## config.mk

```make
export PLATFORM = sky130hd
export DESIGN_NAME = csip_top
export DESIGN_NICKNAME = d
export VERILOG_FILES = /design/src/csip_pkg.sv /design/src/csip_fifo.sv /design/src/csip_top.sv
export SDC_FILE = /design/constraint.sdc
export NUM_CORES = 2
export LEC_CHECK = 0
export BUFFER_PORTS_ARGS = -buffer_cell sky130_fd_sc_hd__buf_4
export CORE_MARGIN = 2
export CORE_UTILIZATION = 50
export CTS_CLUSTER_DIAMETER = 120
export DETAILED_ROUTE_END_ITERATION = 6
export PLACE_DENSITY = 0.66
export SLEW_MARGIN = 20
export SYNTH_ARGS = -nofsm -noshare
export SYNTH_HDL_FRONTEND = slang
export SYNTH_SLANG_ARGS = --single-unit
```

## constraint.sdc

```tcl
create_clock -name CLOCK_I -period 16.18 [get_ports CLOCK_I]
set_clock_uncertainty 0.2 [all_clocks]
set_input_delay 0.809 -clock CLOCK_I [delete_from_list [all_inputs] [get_ports CLOCK_I]]
set_output_delay 0.809 -clock CLOCK_I [all_outputs]
set_load 0.02 [all_outputs]
```

## src/csip_pkg.sv

```systemverilog
// Package for the complex sample input port
package csip_pkg;

	// Sample widths
	localparam int IN_W   = 12;
	localparam int FRAC_W = 17;
	localparam int OUT_W  = 1 + FRAC_W;
	localparam int GAIN_W = 12;

	// FIFO shape
	localparam int FIFO_DEPTH = 8;
	localparam int FIFO_W     = 2 * OUT_W;

	// Clock and timing
	localparam int CLK_HZ          = 25_000_000;
	localparam int GAIN_UPD_US     = 10;
	localparam int GAIN_UPD_CYC    = (CLK_HZ / 1_000_000) * GAIN_UPD_US;
	localparam int GAIN_CNT_W      = 9;

	// Reset values and levels
	localparam logic [GAIN_W-1:0] GAIN_RST  = 12'h0000;
	localparam logic [GAIN_W-1:0] GAIN_STEP = 12'h0010;
	localparam logic [OUT_W-1:0]  HI_LEVEL  = 18'h1_0000;
	localparam logic [OUT_W-1:0]  LO_LEVEL  = 18'h0_4000;

	// Gain loop states
	typedef enum logic [2:0] {
		GS_IDLE  = 3'b001,
		GS_MEAS  = 3'b010,
		GS_ADJ   = 3'b100
	} csip_gstate_e;

endpackage : csip_pkg

```

## src/csip_fifo.sv

```systemverilog
// Small synchronous FIFO with valid/ready on both sides
`timescale 1ns/1ps
module csip_fifo #(
	parameter int WIDTH = 36,
	parameter int DEPTH = 8
) (
	// Clock and reset
	input  wire logic             clk_i,
	input  wire logic             rst_i,
	// Fill side
	input  wire logic             in_valid_i,
	output logic                  in_ready_o,
	input  wire logic [WIDTH-1:0] in_data_i,
	// Drain side
	output logic                  out_valid_o,
	input  wire logic             out_ready_i,
	output logic      [WIDTH-1:0] out_data_o
);
	localparam int AW = $clog2(DEPTH);

	logic [WIDTH-1:0] mem_q [DEPTH];
	logic [WIDTH-1:0] mem_d [DEPTH];
	logic [AW-1:0]    wr_q, wr_d, rd_q, rd_d;
	logic [AW:0]      cnt_q, cnt_d;
	logic             push, pop;

	////////////////////////////////////////////////////////////////////////
	// Next state
	always_comb begin
		in_ready_o  = (cnt_q != (AW+1)'(DEPTH)) ? 1'b1 : 1'b0;
		out_valid_o = (cnt_q != '0);
		out_data_o  = mem_q[rd_q];
		push        = in_valid_i && in_ready_o;
		pop         = out_valid_o && out_ready_i;
		mem_d       = mem_q;
		wr_d        = wr_q;
		rd_d        = rd_q;
		cnt_d       = cnt_q;
		if (push) begin
			mem_d[wr_q] = in_data_i;
			wr_d        = (wr_q == AW'(DEPTH - 1)) ? '0 : wr_q + AW'(1);
		end
		if (pop) begin
			rd_d = (rd_q == AW'(DEPTH - 1)) ? '0 : rd_q + AW'(1);
		end
		if (push && !pop) begin
			cnt_d = cnt_q + (AW+1)'(1);
		end else if (pop && !push) begin
			cnt_d = cnt_q - (AW+1)'(1);
		end
	end

	////////////////////////////////////////////////////////////////////////
	// Registers
	always_ff @(posedge clk_i or posedge rst_i) begin
		if (rst_i) begin
			for (int i = 0; i < DEPTH; i++) begin
				mem_q[i] <= '0;
			end
			wr_q  <= '0;
			rd_q  <= '0;
			cnt_q <= '0;
		end else begin
			mem_q <= mem_d;
			wr_q  <= wr_d;
			rd_q  <= rd_d;
			cnt_q <= cnt_d;
		end
	end

endmodule : csip_fifo

```

## src/csip_top.sv

```systemverilog
// Complex sample input port: capture, convert, buffer, gain control
// Behaviour
// - Capture I and Q only on clock edges where sample valid is high.
// - Inputs are separate 12-bit unsigned I and Q words.
// - Undriven low input bits count as zero.
// - Overflowing results clamp to largest positive or negative value.
// - Clamped results keep the sign of the true result.
// - Internal samples use x.y fixed point; here 1.17 signed.
// - Gain output low means maximum gain, high means minimum gain.
// - Processing clock is fixed; input rate stays just below it.
`timescale 1ns/1ps
module csip_top
	import csip_pkg::*;
#(
	parameter int IN_BITS = csip_pkg::IN_W
) (
	// Clock and reset
	input  wire logic                          CLOCK_I,
	input  wire logic                          SYS_RST_I,
	// Sample input
	input  wire logic [csip_pkg::IN_W-1:0]     DATA_I_I,
	input  wire logic [csip_pkg::IN_W-1:0]     DATA_Q_I,
	input  wire logic                          SAMPLE_VALID_I,
	// Gain scale applied to captured samples, 1.17 unsigned-in-signed
	input  wire logic [csip_pkg::OUT_W-1:0]    GAIN_SCALE_I,
	// Sample output
	output logic                               SAMPLE_VALID_O,
	input  wire logic                          SAMPLE_READY_I,
	output logic      [csip_pkg::OUT_W-1:0]    SAMPLE_I_O,
	output logic      [csip_pkg::OUT_W-1:0]    SAMPLE_Q_O,
	// Status
	output logic                               INPUT_READY_O,
	output logic                               OVERFLOW_O,
	output logic                               DROP_O,
	// Gain control toward the upstream receiver
	output logic      [csip_pkg::GAIN_W-1:0]   UPSTREAM_GAIN_CONTROL_O
);
	import csip_pkg::*;

	////////////////////////////////////////////////////////////////////////
	// Signals
	logic [IN_W-1:0]   in_i_q, in_i_d, in_q_q, in_q_d;
	logic              cap_q, cap_d;
	logic [OUT_W-1:0]  sc_i_q, sc_i_d, sc_q_q, sc_q_d;
	logic              sc_v_q, sc_v_d;
	logic              ovf_q, ovf_d, drop_q, drop_d;
	logic [IN_W-1:0]   mask_in;
	logic [OUT_W-1:0]  sgn_i, sgn_q;
	logic              ff_in_ready, ff_out_valid;
	logic [FIFO_W-1:0] ff_out_data;
	logic              ovf_i, ovf_qq;
	logic [OUT_W-1:0]  sat_i, sat_q;

	csip_gstate_e         gs_q, gs_d;
	logic [GAIN_W-1:0]    gain_q, gain_d;
	logic [GAIN_CNT_W-1:0] gcnt_q, gcnt_d;
	logic                 seen_hi_q, seen_hi_d, seen_lo_q, seen_lo_d;

	// Fixed-point multiply of a signed 1.17 sample by an unsigned scale
	function automatic logic [OUT_W-1:0] scale_sat(
		input  logic [OUT_W-1:0] x,
		input  logic [OUT_W-1:0] g,
		output logic             ovf
	);
		logic signed [2*OUT_W+1:0] prod;
		logic signed [2*OUT_W+1:0] shr;
		prod = $signed({{(OUT_W+2){x[OUT_W-1]}}, x}) * $signed({{(OUT_W+2){1'b0}}, g});
		shr  = prod >>> FRAC_W;
		ovf  = 1'b0;
		if (shr > $signed({{(OUT_W+3){1'b0}}, {(OUT_W-1){1'b1}}})) begin
			ovf       = 1'b1;
			scale_sat = {1'b0, {(OUT_W-1){1'b1}}};
		end else if (shr < -$signed({{(OUT_W+3){1'b0}}, 1'b1, {(OUT_W-1){1'b0}}})) begin
			ovf       = 1'b1;
			scale_sat = {1'b1, {(OUT_W-1){1'b0}}};
		end else begin
			scale_sat = shr[OUT_W-1:0];
		end
	endfunction : scale_sat

	////////////////////////////////////////////////////////////////////////
	// Capture and conversion
	always_comb begin
		mask_in = ~IN_W'((1 << (IN_W - IN_BITS)) - 1);
		in_i_d  = in_i_q;
		in_q_d  = in_q_q;
		cap_d   = SAMPLE_VALID_I;
		if (SAMPLE_VALID_I) begin
			in_i_d = DATA_I_I & mask_in;
			in_q_d = DATA_Q_I & mask_in;
		end
		sgn_i  = {~in_i_q[IN_W-1], in_i_q[IN_W-2:0], {(OUT_W-IN_W){1'b0}}};
		sgn_q  = {~in_q_q[IN_W-1], in_q_q[IN_W-2:0], {(OUT_W-IN_W){1'b0}}};
		sat_i  = scale_sat(sgn_i, GAIN_SCALE_I, ovf_i);
		sat_q  = scale_sat(sgn_q, GAIN_SCALE_I, ovf_qq);
		sc_v_d = cap_q;
		sc_i_d = cap_q ? sat_i : sc_i_q;
		sc_q_d = cap_q ? sat_q : sc_q_q;
		ovf_d  = ovf_q | (cap_q & (ovf_i | ovf_qq));
		drop_d = drop_q | (sc_v_q & ~ff_in_ready);
	end

	always_ff @(posedge CLOCK_I or posedge SYS_RST_I) begin
		if (SYS_RST_I) begin
			in_i_q <= '0;
			in_q_q <= '0;
			cap_q  <= 1'b0;
			sc_i_q <= '0;
			sc_q_q <= '0;
			sc_v_q <= 1'b0;
			ovf_q  <= 1'b0;
			drop_q <= 1'b0;
		end else begin
			in_i_q <= in_i_d;
			in_q_q <= in_q_d;
			cap_q  <= cap_d;
			sc_i_q <= sc_i_d;
			sc_q_q <= sc_q_d;
			sc_v_q <= sc_v_d;
			ovf_q  <= ovf_d;
			drop_q <= drop_d;
		end
	end

	////////////////////////////////////////////////////////////////////////
	// Output buffer
	csip_fifo #(
		.WIDTH (FIFO_W),
		.DEPTH (FIFO_DEPTH)
	) u_fifo (
		.clk_i       (CLOCK_I),
		.rst_i       (SYS_RST_I),
		.in_valid_i  (sc_v_q),
		.in_ready_o  (ff_in_ready),
		.in_data_i   ({sc_i_q, sc_q_q}),
		.out_valid_o (ff_out_valid),
		.out_ready_i (SAMPLE_READY_I),
		.out_data_o  (ff_out_data)
	);

	assign SAMPLE_VALID_O = ff_out_valid;
	assign SAMPLE_I_O     = ff_out_data[FIFO_W-1:OUT_W];
	assign SAMPLE_Q_O     = ff_out_data[OUT_W-1:0];
	assign INPUT_READY_O  = ff_in_ready;
	assign OVERFLOW_O     = ovf_q;
	assign DROP_O         = drop_q;

	////////////////////////////////////////////////////////////////////////
	// Gain control loop
	always_comb begin
		gs_d      = gs_q;
		gain_d    = gain_q;
		gcnt_d    = gcnt_q;
		seen_hi_d = seen_hi_q;
		seen_lo_d = seen_lo_q;
		unique case (gs_q)
			GS_IDLE: begin
				gcnt_d    = '0;
				seen_hi_d = 1'b0;
				seen_lo_d = 1'b0;
				gs_d      = GS_MEAS;
			end
			GS_MEAS: begin
				gcnt_d = gcnt_q + GAIN_CNT_W'(1);
				if (cap_q) begin
					if ((sgn_i[OUT_W-1] ? -sgn_i : sgn_i) >= HI_LEVEL ||
					    (sgn_q[OUT_W-1] ? -sgn_q : sgn_q) >= HI_LEVEL) begin
						seen_hi_d = 1'b1;
					end
					if ((sgn_i[OUT_W-1] ? -sgn_i : sgn_i) >= LO_LEVEL ||
					    (sgn_q[OUT_W-1] ? -sgn_q : sgn_q) >= LO_LEVEL) begin
						seen_lo_d = 1'b1;
					end
				end
				if (gcnt_q == GAIN_CNT_W'(GAIN_UPD_CYC - 1)) begin
					gs_d = GS_ADJ;
				end
			end
			GS_ADJ: begin
				if (seen_hi_q) begin
					gain_d = (gain_q > ~GAIN_STEP) ? '1 : gain_q + GAIN_STEP;
				end else if (!seen_lo_q) begin
					gain_d = (gain_q < GAIN_STEP) ? '0 : gain_q - GAIN_STEP;
				end
				gs_d = GS_IDLE;
			end
			default: gs_d = GS_IDLE;
		endcase
	end

	always_ff @(posedge CLOCK_I or posedge SYS_RST_I) begin
		if (SYS_RST_I) begin
			gs_q      <= GS_IDLE;
			gain_q    <= GAIN_RST;
			gcnt_q    <= '0;
			seen_hi_q <= 1'b0;
			seen_lo_q <= 1'b0;
		end else begin
			gs_q      <= gs_d;
			gain_q    <= gain_d;
			gcnt_q    <= gcnt_d;
			seen_hi_q <= seen_hi_d;
			seen_lo_q <= seen_lo_d;
		end
	end

	assign UPSTREAM_GAIN_CONTROL_O = gain_q;

endmodule : csip_top

```

==> results.yml <==
worst_setup_path:
  crit_path_frequent_cell: "fa_1"
  rr_startpoint: "in_q_q[6]"
  crit_path_top_delay_cell: "dfrtp_1"
  startpoint: "in_q_q[6]"
  path_cells: "and2_1, fa_1, inv_1, fa_1, inv_1, fa_1, fa_1, inv_1, fa_1, inv_1, ha_1, o211ai_1, a311oi_1, o211ai_1, and2_1, xnor2_1, nand2_1, a21boi_2, a21oi_1"
  cp_max_fo: 20
  start_kind: "flip-flop"
  cp-end-kind: "flip-flop"
  critPathRequiredTime_ns: 16.38
  max_stage_delay_ns: 0.70
  worst_ep_arrival_time_ns: 7.31
  path_class: "flip-flop to flip-flop"
timing:
  drv_slew: 0
  worst_hold_slack_ns: 0.1771
  worst_pin_slew_ns: 0.9746
  max_freq_mhz: 140.7
  timing_hold_violations_final: 0
  slew_headroom_pct: 34.89
  grt_setup_unrepaired: "false"
  finalCriticalPeriod_ns: 7.109
  setup_viol: 0
  min_period_over_period_pct: 43.94
  fin_tns_setup_ns: 0
clock_network:
  cts_resized: 0
  cts_buffer_depth: 3
  clk_pin_slew_ns: 0.06
  clk_latency_ns: 0.58
  cts_setup_buffers: 0
  clock_sink_count: 385
  htreeDepth: 2
  clock-root-buffer: "clkbuf_16"
  cts-buffers-inserted: 43
  cts_tree: "built"
  hold_buffers: 0
placement:
  port_buffers: 97
  post-dp-hpwl_um: 50490
  place_congestion: 0.9020
flow_run:
  drv_cap: 0
yosys:
  synth_compound_area_share_pct: 4.714
  synth_cell_types: 73
  synthSimpleGateAreaFrac_pct: 10.43
  ys_async_sr_fraction_pct: 100.0
  muxShareOfSynthArea_pct: 17.85
  synthXorXnorAreaFrac_pct: 1.155
  ys.flop_type: "dfrtp_1"
  synthCells: 2830
  syn_nets: 3377
  syn_area_sq_um: 31080
  syn_area_per_cell_sq_um: 10.98
  synth_edf_count: 0
  synth_fa_ha_area_share_pct: 27.87
  ys_warn_count: 0
  synth_top_family_by_area: "adder cells"
  synth-seq-cells: 385
  yosysSeqAreaShare_pct: 31.00
routing:
  drc: 0
  wire_per_inst_um: 19.45
  routed_wl_um: 71920
  vias: 20691
  ant_nets: 0
  dr.first_iter.drc_count: 1303
  firstDrtPassIters: 5
  drt-vias-per-instance: 5.597
outcome:
  status: "finished clean"
final_layout:
  area_growth_pct: 8.840
  diodes: 0
  nNetsFinal: 3376
  nFillCells: 5164
  layout_common_cells: "inv_1, dfrtp_1, mux2_2"
  drive_gt1_share_pct: 22.17
  final_common_cell: "inv_1"
die:
  initial_core_util_pct: 50.46
  rows: 91
  pin_count: 98
  die_y_um: 253.3
  core_sq_um: 61600
  die-area_sq_um: 64170
  die_w_um: 253.3
global_route:
  grt_pass1_wl_um: 118900
  gr-total-overflow: 0
  grt_max_degree: 158
  track_usage_pct: 23.38
  grt_pass1_vias: 22410
  antenna_found_initial: 1
min_path:
  hold_class: "input pin to asynchronous set/reset pin"
==> layout make-up <==
type	count	area, sq um	share of cell area (%)
Multi-Input combinational cell	1878	19300	57.06
Clock inverter	14	195.2	0.5770
Clock buffer	62	1217	3.599
Sequential cell	385	9646	28.51
Inverter	405	1533	4.531
Tap cell	837	1047	3.096
Timing Repair Buffer	116	887.1	2.622
==> metrics by stage <==
step | utilization (%) | setup slack, ns | instance area, sq um | instances
floorplan | - | 4.474 | 31080 | 2830
global placement | 52.61 | 9.125 | 32410 | 3621
detailed placement | 52.61 | 8.992 | 32410 | 3621
CTS | 54.90 | 9.124 | 33820 | 3697
global route | 54.92 | 8.623 | 33830 | 3697
finish | 54.92 | 9.071 | 33830 | 3697
==> layer usage <==
layer	global-route usage (%)	up-vias	part of all wire, %
li1	-	9253	-
met1	31.58	10753	43
met2	39.17	570	48
met3	3.958	113	6.0
met4	6.188	2	2.4
met5	0	-	0.017
==> logic make-up (layout without fill, tap and decap cells) <==
family                     after synthesis  count (layout)
adders and majority gates              501             501
AOI/OAI and AO/OA                      227             227
muxes                                  421             421
buffers and inverters                  567             597
and+or+nand+nor                        688             688
DFF                                    385             385
xor gates and xnor gates                41              41
==> flip-flops by register name (all words and copies together) (netlist names) <==
register                 cells
OVERFLOW_O                   1
u_fifo.cnt_q                 4
cap_q                        1
sc_v_q                       1
seen_hi_q                    1
DROP_O                       1
in_i_q                      12
in_q_q                      12
sc_i_q                      18
gs_q                         3
sc_q_q                      18
gcnt_q                       9
seen_lo_q                    1
UPSTREAM_GAIN_CONTROL_O      9
u_fifo.mem_q               288
u_fifo.wr_q                  3
u_fifo.rd_q                  3
==> final timing paths <==
path,cells past startpoint,endpoint,slack (ns)
setup / recovery,19,sc_q_q[6],9.07
hold / removal,2,u_fifo.mem_q[115],0.18
setup reg to reg,19,sc_q_q[6],9.07
hold reg to reg,2,u_fifo.mem_q[89],0.28
max in group asynchronous,4,u_fifo.rd_q[0],13.52
min in group CLOCK_I,3,in_i_q[11],0.25
==> synthesized netlist by cell type (all sizes together) (3+ instances only) <==
master	count	area, sq um
a211oi	9	67.56
nand4	11	68.82
a21oi	77	385.4
ha	182	2277
fa	319	6386
o21ai	47	235.2
mux4	72	1622
a22oi	3	22.52
nor2	94	352.8
xor2	15	131.4
and4	3	26.28
a21boi	5	52.55
a311oi	3	26.28
nand3	30	150.1
or2	14	87.58
o22ai	4	25.02
buf	30	152.7
o311ai	3	26.28
and2	147	922.1
nor3	19	95.09
dfrtp	384	9609
nand2	325	1220
a21o	21	157.7
inv	404	1516
or3	11	68.82
nor4	8	50.05
o21bai	9	67.56
and3	12	75.07
xnor2	26	227.7
o31ai	4	43.79
a41oi	3	26.28
a31oi	7	43.79
clkbuf	132	495.5
mux2	347	3908
o211ai	10	85.08
==> worst max-delay path: cells and delay by family, from the launching register on <==
kind / cells / cell delay (ns)
adder cells (fa/ha/maj): 6 / 2.97
AO/OA/AOI/OAI: 5 / 1.85
AND/OR/NAND/NOR: 3 / 0.72
flip-flops: 1 / 0.70
XOR/XNOR: 1 / 0.28
buffers and inverters: 4 / 0.21
Power is left out: the tool's default activity adds up to more than one toggle a clock period on the data nets, which glitch-free logic cannot reach.
